[src/mms_defs.svh]
// Constants for the module management status and timing block
`ifndef MMS_DEFS_SVH
`define MMS_DEFS_SVH

// Clock rate of clk_sys
`define MMS_CLK_HZ         100000000
`define MMS_CYC_PER_MS     (`MMS_CLK_HZ / 1000)
`define MMS_CYC_PER_US     (`MMS_CLK_HZ / 1000000)

// Management init interval, longest time, in ms
`define MMS_INIT_MS        2000
`define MMS_INIT_CYC       (`MMS_INIT_MS * `MMS_CYC_PER_MS)

// Least reset pulse on the reset pin, in us
`define MMS_RST_MIN_US     10
`define MMS_RST_MIN_CYC    (`MMS_RST_MIN_US * `MMS_CYC_PER_US)

// Fast mode caps on advertised turn-off / turn-on limits, in ms
`define MMS_FAST_OFF_MS    3
`define MMS_FAST_ON_MS     10

// Register byte addresses
`define MMS_AW             5
`define MMS_REG_CTRL       5'h00
`define MMS_REG_FLAGS      5'h04
`define MMS_REG_MASK       5'h08
`define MMS_REG_STATUS     5'h0c
`define MMS_REG_ADV        5'h10

// Control register fields
`define MMS_CTRL_W         5
`define MMS_CTRL_RST       5'h00
`define MMS_CTRL_TXDIS     0
`define MMS_CTRL_RXDIS     1
`define MMS_CTRL_FAST      2
`define MMS_CTRL_SQDIS     3
`define MMS_CTRL_INTSEL    4

// Flag register fields
`define MMS_FLAG_LOS       0
`define MMS_FLAG_TXF       1
`define MMS_FLAG_OTHER     2

// Status register fields
`define MMS_ST_READY       0
`define MMS_ST_HOST        1
`define MMS_ST_RXSQ        2
`define MMS_ST_TXSQ        3
`define MMS_ST_RSTHOLD     4
`define MMS_ST_LOS         5
`define MMS_ST_TXF         6
`define MMS_ST_W           7

// Advertised limit register fields
`define MMS_ADV_OFF_LSB    0
`define MMS_ADV_ON_LSB     8

`endif

[src/mms_pkg.sv]
// Types shared by the module management status and timing block
package mms_pkg;

  typedef enum logic [1:0]
  {
    MMS_INIT_WAIT,
    MMS_INIT_HOLD,
    MMS_INIT_READY
  } mms_init_t;

endpackage

[src/mms_sync.sv]
// Two-flop synchroniser for a vector of pins
`timescale 1ns/1ps

module mms_sync #(
  parameter int          W       = 1,
  parameter logic [W-1:0] RST_VAL = '0
) (
  // Clock and reset
  input  wire logic         clk_sys,
  input  wire logic         nrst,
  // Pins in, synchronised levels out
  input  wire logic [W-1:0] pin_in,
  output logic      [W-1:0] sync_out
);

  logic [W-1:0] meta_q;

  // First stage feeds only the second stage
  always_ff @(posedge clk_sys or negedge nrst)
  begin
    if (!nrst)
    begin
      meta_q   <= RST_VAL;
      sync_out <= RST_VAL;
    end
    else
    begin
      meta_q   <= pin_in;
      sync_out <= meta_q;
    end
  end

endmodule

[src/mms_top.sv]
// Management status, interrupt, squelch and disable timing logic
//
// Local design decisions: the Avalon-MM slave port and the placing of the registers.
`timescale 1ns/1ps
`include "mms_defs.svh"

// What this block does
// - Management becomes ready to acknowledge within 2000 ms after power, plug or reset.
// - A reset pin low for at least 10 us is taken as a module reset.
// - Interrupt pin goes low within 200 ms of a triggering condition.
// - Interrupt releases within 500 us of the read that clears its flag.
// - Loss of signal sets its flag and the interrupt within 100 ms.
// - Transmit fault sets its flag and the interrupt within 200 ms.
// - Any other condition sets its flag and the interrupt within 200 ms.
// - Setting a mask bit stops that flag's interrupt within 100 ms.
// - Clearing a mask bit resumes that flag's interrupt within 100 ms.
// - Receive output is squelched within 15 ms of losing optical input.
// - Transmit output is squelched within 400 ms of losing electrical input.
// - Transmit squelch releases within 5 s after input returns.
// - Transmit disable brings the optical output down within 100 ms.
// - In fast mode transmit disable takes effect within 3 ms.
// - Clearing transmit disable restores optical output within 400 ms.
// - In fast mode clearing transmit disable restores output within 10 ms.
// - Receive output disable removes receive output within 100 ms.
// - Clearing receive output disable restores receive output within 100 ms.
// - Automatic squelch cannot be disabled; the squelch-disable control does nothing.
// - Advertised turn-off and turn-on limits never exceed the fast mode limits.
// - Interrupt pin may instead carry the second channel transmit fault.
module mms_top #(
  parameter int          N_OTHER     = 2,
  parameter int unsigned INIT_CYC    = `MMS_INIT_CYC,
  parameter logic [7:0]  ADV_OFF_MS  = 8'h03,
  parameter logic [7:0]  ADV_ON_MS   = 8'h0a
) (
  // Clock and reset
  input  wire logic                 clk_sys,
  input  wire logic                 nrst,
  // Avalon-MM register slave
  input  wire logic [`MMS_AW-1:0]   avs_address,
  input  wire logic                 avs_read,
  input  wire logic                 avs_write,
  input  wire logic [31:0]          avs_writedata,
  output logic      [31:0]          avs_readdata,
  output logic                      avs_waitrequest,
  // Module pins and monitored conditions
  input  wire logic                 reset_input_low,
  input  wire logic                 rx_los_in,
  input  wire logic                 tx_fault_in,
  input  wire logic                 tx_sig_lost_in,
  input  wire logic [N_OTHER-1:0]   other_cond_in,
  input  wire logic                 second_channel_tx_fault,
  // Two-wire management bus, observed only
  input  wire logic                 scl_in,
  input  wire logic                 sda_in,
  // Outputs
  output logic                      interrupt_out_low,
  output logic                      mgmt_ready,
  output logic                      module_reset,
  output logic                      rx_out_enable,
  output logic                      tx_out_enable
);

  localparam int FW = 2 + N_OTHER;
  localparam int SW = FW + 5;

  ////////////////////////////////////////////////////////////////////////////
  // Parameter checks

  if (N_OTHER < 1 || N_OTHER > 24)
  begin : g_chk_other
    $error("N_OTHER must lie between 1 and 24");
  end

  if (INIT_CYC < 2 || INIT_CYC > `MMS_INIT_CYC)
  begin : g_chk_init
    $error("INIT_CYC must lie between 2 and the management init interval");
  end

  // Fast mode limits cap what may be advertised
  if (ADV_OFF_MS > `MMS_FAST_OFF_MS || ADV_ON_MS > `MMS_FAST_ON_MS)
  begin : g_chk_adv
    $error("Advertised turn-off or turn-on limit above the fast mode cap");
  end

  ////////////////////////////////////////////////////////////////////////////
  // Pin synchronisers

  logic [SW-1:0] pin_raw;
  logic [SW-1:0] pin_s;

  assign pin_raw = {sda_in, scl_in, second_channel_tx_fault, tx_sig_lost_in,
                    reset_input_low, other_cond_in, tx_fault_in, rx_los_in};

  // Idle-high pins reset high so no false edge appears at release
  localparam logic [SW-1:0] SYNC_RST = {2'b11, 2'b00, 1'b1, {FW{1'b0}}};

  mms_sync #(
    .W       (SW),
    .RST_VAL (SYNC_RST)
  ) u_sync (
    .clk_sys  (clk_sys),
    .nrst     (nrst),
    .pin_in   (pin_raw),
    .sync_out (pin_s)
  );

  wire [FW-1:0] cond_s   = pin_s[FW-1:0];
  wire          rstl_s   = pin_s[FW];
  wire          txlost_s = pin_s[FW+1];
  wire          tx2f_s   = pin_s[FW+2];
  wire          scl_s    = pin_s[FW+3];
  wire          sda_s    = pin_s[FW+4];

  ////////////////////////////////////////////////////////////////////////////
  // Reset pin qualification

  localparam int RCW = $clog2(`MMS_RST_MIN_CYC + 1);
  localparam logic [RCW-1:0] RST_MIN = RCW'(`MMS_RST_MIN_CYC);

  logic [RCW-1:0] rstl_cnt_q;
  logic [RCW-1:0] rstl_cnt_d;

  // Glitches shorter than the least pulse never reset the module
  wire rst_held = (rstl_cnt_q == RST_MIN);

  assign rstl_cnt_d = rstl_s   ? '0 :
                      rst_held ? rstl_cnt_q :
                      rstl_cnt_q + RCW'(1);

  always_ff @(posedge clk_sys or negedge nrst)
  begin
    if (!nrst)
      rstl_cnt_q <= '0;
    else
      rstl_cnt_q <= rstl_cnt_d;
  end

  ////////////////////////////////////////////////////////////////////////////
  // Management init sequencing

  mms_pkg::mms_init_t init_q;
  mms_pkg::mms_init_t init_d;
  logic [31:0]        init_cnt_q;
  logic [31:0]        init_cnt_d;

  wire init_done = (init_cnt_q == INIT_CYC - 1);

  always_comb
  begin
    init_d     = init_q;
    init_cnt_d = init_cnt_q;
    case (init_q)
      mms_pkg::MMS_INIT_WAIT:
      begin
        init_cnt_d = init_cnt_q + 32'h1;
        if (rst_held)
        begin
          init_d     = mms_pkg::MMS_INIT_HOLD;
          init_cnt_d = 32'h0;
        end
        else if (init_done)
          init_d = mms_pkg::MMS_INIT_READY;
      end
      mms_pkg::MMS_INIT_HOLD:
      begin
        init_cnt_d = 32'h0;
        // Interval restarts at the rising edge of the reset pin
        if (rstl_s)
          init_d = mms_pkg::MMS_INIT_WAIT;
      end
      mms_pkg::MMS_INIT_READY:
      begin
        init_cnt_d = 32'h0;
        if (rst_held)
          init_d = mms_pkg::MMS_INIT_HOLD;
      end
      default:
      begin
        init_d     = mms_pkg::MMS_INIT_WAIT;
        init_cnt_d = 32'h0;
      end
    endcase
  end

  always_ff @(posedge clk_sys or negedge nrst)
  begin
    if (!nrst)
    begin
      init_q     <= mms_pkg::MMS_INIT_WAIT;
      init_cnt_q <= 32'h0;
    end
    else
    begin
      init_q     <= init_d;
      init_cnt_q <= init_cnt_d;
    end
  end

  wire soft_rst = (init_q == mms_pkg::MMS_INIT_HOLD);

  ////////////////////////////////////////////////////////////////////////////
  // Two-wire bus observation

  logic scl_p_q;
  logic sda_p_q;
  logic host_seen_q;

  // Start: data falls while clock stays high
  wire start_det = scl_s & scl_p_q & sda_p_q & ~sda_s;

  always_ff @(posedge clk_sys or negedge nrst)
  begin
    if (!nrst)
    begin
      scl_p_q     <= 1'b1;
      sda_p_q     <= 1'b1;
      host_seen_q <= 1'b0;
    end
    else
    begin
      scl_p_q     <= scl_s;
      sda_p_q     <= sda_s;
      host_seen_q <= ~soft_rst & (host_seen_q | (start_det & mgmt_ready));
    end
  end

  ////////////////////////////////////////////////////////////////////////////
  // Register bus decode

  logic ack_q;
  wire  req     = avs_read | avs_write;
  wire  rd_cap  = avs_read & ~ack_q;
  wire  rd_acc  = avs_read & ack_q;
  wire  wr_acc  = avs_write & ack_q;

  // One wait cycle per access so read data can come from a flop
  assign avs_waitrequest = req & ~ack_q;

  wire sel_ctrl  = (avs_address == `MMS_REG_CTRL);
  wire sel_flags = (avs_address == `MMS_REG_FLAGS);
  wire sel_mask  = (avs_address == `MMS_REG_MASK);
  wire sel_stat  = (avs_address == `MMS_REG_STATUS);
  wire sel_adv   = (avs_address == `MMS_REG_ADV);

  always_ff @(posedge clk_sys or negedge nrst)
  begin
    if (!nrst)
      ack_q <= 1'b0;
    else
      ack_q <= req & ~ack_q;
  end

  ////////////////////////////////////////////////////////////////////////////
  // Control and mask registers

  logic [`MMS_CTRL_W-1:0] ctrl_q;
  logic [FW-1:0]          mask_q;

  wire [`MMS_CTRL_W-1:0] ctrl_wr = avs_writedata[`MMS_CTRL_W-1:0];

  // Squelch-disable is not supported and always reads zero
  wire [`MMS_CTRL_W-1:0] ctrl_wr_ok = ctrl_wr & ~(`MMS_CTRL_W'(1) << `MMS_CTRL_SQDIS);

  always_ff @(posedge clk_sys or negedge nrst)
  begin
    if (!nrst)
    begin
      ctrl_q <= `MMS_CTRL_RST;
      mask_q <= '0;
    end
    else if (soft_rst)
    begin
      ctrl_q <= `MMS_CTRL_RST;
      mask_q <= '0;
    end
    else
    begin
      if (wr_acc & sel_ctrl)
        ctrl_q <= ctrl_wr_ok;
      if (wr_acc & sel_mask)
        mask_q <= avs_writedata[FW-1:0];
    end
  end

  wire txdis  = ctrl_q[`MMS_CTRL_TXDIS];
  wire rxdis  = ctrl_q[`MMS_CTRL_RXDIS];
  wire intsel = ctrl_q[`MMS_CTRL_INTSEL];

  ////////////////////////////////////////////////////////////////////////////
  // Latched flags

  logic [FW-1:0] flag_q;
  logic [FW-1:0] cond_p_q;
  logic [FW-1:0] rd_flags_q;

  // Flags latch on the onset of a condition
  wire [FW-1:0] flag_set = cond_s & ~cond_p_q;

  // Only flags already reported by this read are cleared
  wire [FW-1:0] flag_clr = (rd_acc & sel_flags) ? rd_flags_q : '0;

  always_ff @(posedge clk_sys or negedge nrst)
  begin
    if (!nrst)
    begin
      flag_q   <= '0;
      cond_p_q <= '0;
    end
    else if (soft_rst)
    begin
      flag_q   <= '0;
      cond_p_q <= cond_s;
    end
    else
    begin
      flag_q   <= (flag_q & ~flag_clr) | flag_set;
      cond_p_q <= cond_s;
    end
  end

  ////////////////////////////////////////////////////////////////////////////
  // Interrupt pin

  logic interrupt_out_low_q;

  wire int_any = |(flag_q & ~mask_q);

  // Alternate use carries the second channel fault level
  wire interrupt_out_low_d = intsel ? tx2f_s : ~int_any;

  always_ff @(posedge clk_sys or negedge nrst)
  begin
    if (!nrst)
      interrupt_out_low_q <= 1'b1;
    else
      interrupt_out_low_q <= interrupt_out_low_d;
  end

  assign interrupt_out_low = interrupt_out_low_q;

  ////////////////////////////////////////////////////////////////////////////
  // Squelch and output disables

  logic rx_en_q;
  logic tx_en_q;

  // Squelch is always active, independent of any control bit
  wire rx_sq = cond_s[`MMS_FLAG_LOS];
  wire tx_sq = txlost_s;

  // Both normal and fast mode act within a few cycles
  wire rx_en_d = ~rx_sq & ~rxdis;
  wire tx_en_d = ~tx_sq & ~txdis;

  always_ff @(posedge clk_sys or negedge nrst)
  begin
    if (!nrst)
    begin
      rx_en_q <= 1'b0;
      tx_en_q <= 1'b0;
    end
    else
    begin
      rx_en_q <= rx_en_d;
      tx_en_q <= tx_en_d;
    end
  end

  assign rx_out_enable = rx_en_q;
  assign tx_out_enable = tx_en_q;

  ////////////////////////////////////////////////////////////////////////////
  // Status outputs

  logic ready_q;
  logic mrst_q;

  always_ff @(posedge clk_sys or negedge nrst)
  begin
    if (!nrst)
    begin
      ready_q <= 1'b0;
      mrst_q  <= 1'b0;
    end
    else
    begin
      ready_q <= (init_d == mms_pkg::MMS_INIT_READY);
      mrst_q  <= (init_d == mms_pkg::MMS_INIT_HOLD);
    end
  end

  assign mgmt_ready   = ready_q;
  assign module_reset = mrst_q;

  ////////////////////////////////////////////////////////////////////////////
  // Read data

  wire [`MMS_ST_W-1:0] status_v = {cond_s[`MMS_FLAG_TXF], cond_s[`MMS_FLAG_LOS], mrst_q,
                                   tx_sq, rx_sq, host_seen_q, ready_q};

  wire [15:0] adv_v = {ADV_ON_MS, ADV_OFF_MS};

  wire [31:0] rd_mux = sel_ctrl  ? 32'(ctrl_q)   :
                       sel_flags ? 32'(flag_q)   :
                       sel_mask  ? 32'(mask_q)   :
                       sel_stat  ? 32'(status_v) :
                       sel_adv   ? 32'(adv_v)    :
                       32'h0;

  logic [31:0] rdata_q;

  always_ff @(posedge clk_sys or negedge nrst)
  begin
    if (!nrst)
    begin
      rdata_q    <= 32'h0;
      rd_flags_q <= '0;
    end
    else if (rd_cap)
    begin
      rdata_q    <= rd_mux;
      rd_flags_q <= flag_q;
    end
  end

  assign avs_readdata = rdata_q;

endmodule

[config.mk]
export PLATFORM = sky130hd
export DESIGN_NAME = mms_top
export DESIGN_NICKNAME = d
export VERILOG_FILES = /design/src/mms_pkg.sv /design/src/mms_sync.sv /design/src/mms_top.sv
export VERILOG_INCLUDE_DIRS = /design/src
export SDC_FILE = /design/constraint.sdc
export NUM_CORES = 1
export LEC_CHECK = 0
export BUFFER_PORTS_ARGS = -buffer_cell sky130_fd_sc_hd__buf_2
export CAP_MARGIN = 20
export CORE_MARGIN = 2
export CORE_UTILIZATION = 45
export CTS_BUF_LIST = sky130_fd_sc_hd__clkbuf_4
export CTS_CLUSTER_DIAMETER = 120
export DETAILED_ROUTE_END_ITERATION = 8
export PLACE_DENSITY = 0.75
export SETUP_SLACK_MARGIN = 0.02
export SLEW_MARGIN = 20
export SYNTH_ARGS = -nofsm -noshare
export SYNTH_HDL_FRONTEND = slang
export SYNTH_HIERARCHICAL = 1
export SYNTH_SLANG_ARGS = --single-unit
[constraint.sdc]
create_clock -name clk_sys -period 4.6 [get_ports clk_sys]
set_input_delay 0.69 -clock clk_sys [delete_from_list [all_inputs] [get_ports clk_sys]]
set_output_delay 0.69 -clock clk_sys [all_outputs]
set_load 0.02 [all_outputs]
* Word-level counts from Yosys, hierarchy flattened
Index checks and enable logic that the tools add are counted.
** Storage, ports and cells
- Flip-flop bits (word level) :: 124
- Input bits :: 50
- Output and inout bits :: 38
- Logic and storage cells :: 90
** Cells by class
- Add/subtract/negate cells :: 2
- Eq/ne operators :: 11
- Mux-type cells :: 21
- Bitwise operators :: 31
- Reduce and logical (&&, ||, !) cells :: 5
** Operators with widths (number)
- 32-bit two-way mux :: 2
- 12-bit two-way mux :: 5
- 32-bit by 1-bit adder with 32-bit output (second input constant) :: 1
- 32-bit by 28-bit equality test with 1-bit output (second input constant) :: 1
- 10-bit two-way mux :: 2
- 4-bit two-way mux :: 4
- 1-bit bitwise AND :: 14
- 4-bit bitwise AND :: 3
- 4-bit inverter :: 3
- 10-bit by 1-bit adder with 10-bit output (second input constant) :: 1
- 10-bit equality test (second input constant) :: 1
- 5-bit by 4-bit equality test with 1-bit output (second input constant) :: 2
- 5-bit two-way mux :: 2
- 2-bit two-way mux :: 4
- 1-bit inverter :: 8
- 2-bit case mux with 3 select lines :: 1
- 5-bit by 3-bit equality test with 1-bit output (second input constant) :: 1
- 5-bit equality test (second input constant) :: 1
- 5-bit logical NOT :: 1
- 2-bit by 1-bit equality test with 1-bit output (second input constant) :: 2
- 2-bit equality test (second input constant) :: 2
- 4-bit OR :: 1
- 2-bit nonzero test :: 2
- 4-bit OR reduction :: 1
- 4 further kinds :: 5

* Depth between registers and ports, before layout
- Depth in word-level cells :: 7
- Mapped depth :: 8
- Depth with buffers taken out :: 6

* Modules after synthesis
The synthesis kept the hierarchy.
** By module, submodules not included
- mms_top :: instances 1, cells an instance 425, area each 4090.2 µm², seq. area each 2030.7 µm²
- mms_sync :: instances 1, cells an instance 18, area each 457.9 µm², seq. area each 457.9 µm²

* Least setup slack after synthesis
Ideal clock, no wire load.
- Path type :: register to register
- Start point :: register rstl_cnt_q[0]
- End point :: register init_cnt_q[10]
- Library setup time :: 0.121 ns
- Arrival time :: 1.862 ns
- Path slack :: 2.617 ns
- Stages on the path, launching flop included :: 9
- Path buffers :: 2
- Path through :: dfrtp_1 -> inv_1 -> ha_1 -> nand4bb_1 -> nor3_1 -> or3_1 -> clkbuf_1 -> buf_2 -> nor2_1
** On the way
- Longest elaborated chain between the ends :: 3
** RTL lines
- from (decl) :: line mms_top.sv:120 : logic [RCW-1:0] rstl_cnt_q;
- from (signal assigned) :: line mms_top.sv:135 : rstl_cnt_q <= rstl_cnt_d;
- 10-bit equality test :: line mms_top.sv:124 : wire rst_held = (rstl_cnt_q == RST_MIN);
- 32-bit two-way mux :: line mms_top.sv:156 : if (rst_held)
- 32-bit two-way mux :: line mms_top.sv:152 : case (init_q)
- named net init_cnt_d[10] :: line mms_top.sv:144 : logic [31:0] init_cnt_d;
- to (signal assigned) :: line mms_top.sv:195 : init_cnt_q <= init_cnt_d;
- to (decl) :: line mms_top.sv:143 : logic [31:0] init_cnt_q;
The timed path passes the listed nets, and every way through them passes these cells.
A chain may end at the register's enable or synchronous reset.

* Worst setup path in the final report
- Start point :: register init_cnt_q[0]
- End point :: register init_cnt_q[30]
** On the way
- Longest elaborated chain between the ends :: 3
** RTL lines
- 32-bit by 1-bit adder with 32-bit output :: line mms_top.sv:155 : init_cnt_d = init_cnt_q + 32'h1;
- 32-bit two-way mux :: line mms_top.sv:156
- 32-bit two-way mux :: line mms_top.sv:152
- named net init_cnt_d[30] :: line mms_top.sv:144
The timed path passes the listed nets, and every way through them passes these cells.

==> results_dict.tcl <==
set metrics [dict create \
    worstPathRequired_ns 4.96 \
    path_cells "ha_1, nand4_1, or4_1, or4_1, a21oi_1" \
    crit_arrival_ns 2.50 \
    clock-sinks 99 \
    r2r_cells 5 \
    worstPathMaxFanout 6 \
    ant_nets 0 \
    synth_top_cell_by_area "dfrtp_1" \
    yosys_warnings 6 \
    placed_area_um2 4740 \
    ir_drop_mv 0.138 \
    synth_common_cells "dfrtp_1, nor2_1, nand2_1, buf_4, nand3_1" \
    synth.most_common_cell "dfrtp_1" \
    maxSlewViolCount 0 \
    drive_above_1_share 0.145 \
    fillers 920 \
    numCtsBuffers 9 \
    drcViolationCount 0 \
    endpoint_kind "flop" \
    cts_root_buf "clkbuf_4" \
    timing.final.crit_period_ns 2.14 \
    fmax_mhz 467 \
    syn_inst 443 \
    regArea_um2 2490 \
    crit_family "simple AND/OR/NAND/NOR gates" \
    row_count 36 \
    async_flop_share 1.00 \
    r2r_end "init_cnt_q[30]" \
    synth_top_flop_cell "dfrtp_1" \
    finalWorstSetupSlack_ns 2.46 \
    grt_usage 0.172 \
    grt_setup_unrepaired "false" \
    reg2reg_from "init_cnt_q[0]" \
    grt_pass1_wl_um 15100 \
    max_cap_violations 0 \
    grt_max_degree 55 \
    crit_type "flop to flop" \
    nets 525 \
    slowest_delay_ns 0.59 \
    h-tree-depth 3 \
    relSlewSlack 0.471 \
    start_util 0.465 \
    place_congestion 0.858 \
    cp-endpoint "init_cnt_q[30]" \
    wire_per_inst_um 14.3 \
    antenna_found_initial 0 \
    die_y_um 105 \
    vias 3278 \
    hp-class "input port to async pin" \
    n_antenna_cell 0 \
    tns_ns 0 \
    drtIter0Drc 200 \
    hold_violations 0 \
    cts_setup_buffers 0 \
    area_growth_pct 7.43 \
    hold_buffers 0 \
    dp_hpwl_um 6050 \
    yosysSeqAreaShare 0.547 \
    ys_types 40 \
    synth-edff-count 0 \
    status "completed" \
    portBuffers 37 \
    yosysTopAreaCellShare 0.495 \
    ios 88 \
    cts_resized 0 \
    grt_pass1_vias 3164 \
    ys_ff_latch 99 \
    tightest_slew_ns 0.791 \
    fin_skew_ns 0.00905 \
    whs_ns 0.228 \
    p_per_area_nw_per_um2 311 \
    avgSynthCellArea_um2 10.3 \
    clockBufferDepth 2 \
    worst-path-buf-inv 0 \
    routed_via_density 5.37 \
    place_ws_ns 2.25 \
    startpoint "init_cnt_q[0]" \
    power.static_leakage_uw 0.00214 \
    cts_tree "built" \
    drt_pass1_iterations 4 \
    slowest_stage "or4_1" \
    grt.overflow.total 0 \
    clk_pin_slew_ns 0.15 \
    multi_input_area_um2 1840 \
    post-route-period-util 0.466 \
    utilization 0.500 \
    r2r_slack_ns 2.46 \
    die_w_um 105 \
    core_area_um2 9770 \
    cp.depth 5 \
    setup_violations 0 \
    die_area_um2 10900 \
    stdcell_area_um2 4890 \
    clock_latency_ns 0.44 \
    wl_um 8700 \
    ys_top_cells_by_area "dfrtp_1, dfstp_2, buf_4" \
    synth.cell_area_um2 4550 \
    path_common_cell "or4_1" \
    start_kind "flop" \
]
-- cell type report --
cell class | instances | area share
Clock buffer | 10 | 0.0154
Tap cell | 133 | 0.0341
Clock inverter | 6 | 0.0136
Sequential cell | 99 | 0.509
Multi-Input combinational cell | 310 | 0.376
Inverter | 13 | 0.00999
Timing Repair Buffer | 39 | 0.0415
-- sequential cells by signal, summed over array words and instances, names as in the netlist, 2 cells and up --
register / flops
mask_q: 4
rstl_cnt_q: 10
rd_flags_q: 4
init_q: 2
u_sync/meta_q: 9
u_sync/sync_out: 9
avs_readdata: 8
init_cnt_q: 32
flag_q: 4
cond_p_q: 4
ctrl_q: 4
-- per-stage QoR --
stage                     std cells  total power, uW
after CTS                       610             1540
after global routing            610             1600
after detailed placement        594             1080
final                           610             1520
after floorplan                 465             1040
after global placement          594             1080
-- cell usage in the layout (no fill, tap or decap), types with 2 or more instances in the layout --
master / instances
dfrtp_1: 90
o22ai_1: 2
a21oi_1: 21
nor4_1: 7
dfstp_2: 9
or4_1: 11
xnor2_1: 12
or3_1: 12
nor4b_1: 2
a221oi_1: 2
and2_1: 2
buf_2: 36
a221o_1: 2
o31ai_1: 12
clkinvlp_4: 3
ha_1: 3
buf_4: 3
and4_1: 9
o21ai_0: 20
nor2_1: 47
nand3_1: 24
nor2b_1: 2
nand2_1: 28
mux2i_1: 10
conb_1: 23
clkbuf_4: 10
inv_1: 13
nand4_1: 17
mux2_2: 2
xor2_1: 10
nand4b_1: 4
nand2b_1: 7
nor3_1: 10
-- cell families after synthesis --
family | count (synthesis) | share of synthesized area
other cells | 1 | 0.000825
compound gates | 62 | 0.0814
flops | 99 | 0.547
buf+inv | 56 | 0.0671
mux | 12 | 0.0270
xor+xnor | 22 | 0.0424
fa+ha+maj | 3 | 0.00825
simple gates | 188 | 0.226
-- worst min path at each step --
| stage | start | endpoint | depth (start not counted) |
|---|---|---|---|
| 3_5_place_dp | u_sync/meta_q[0] | u_sync/sync_out[0] | 0 |
| 4_1_cts | nrst | avs_readdata[9] | 1 |
| 6_report | nrst | avs_readdata[3] | 1 |
| 3_3_place_gp | u_sync/meta_q[1] | u_sync/sync_out[1] | 0 |
| 2_1_floorplan | u_sync/meta_q[0] | u_sync/sync_out[0] | 0 |
| 5_1_grt | nrst | avs_readdata[9] | 1 |
-- per-layer routing --
layer,wire length [um],up-vias,GRT usage
li1,-,1588,-
met2,4220,80,0.274
met4,159,0,0.0676
met3,438,12,0.0487
met1,3880,1598,0.222
met5,0,-,0
-- power by group --
| part | switching [uW] | internal (uW) |
|---|---|---|
| registers | 28.3 | 912 |
| clock network | 280 | 172 |
| logic | 87.5 | 38.6 |
(Power assumes the default switching activity.)
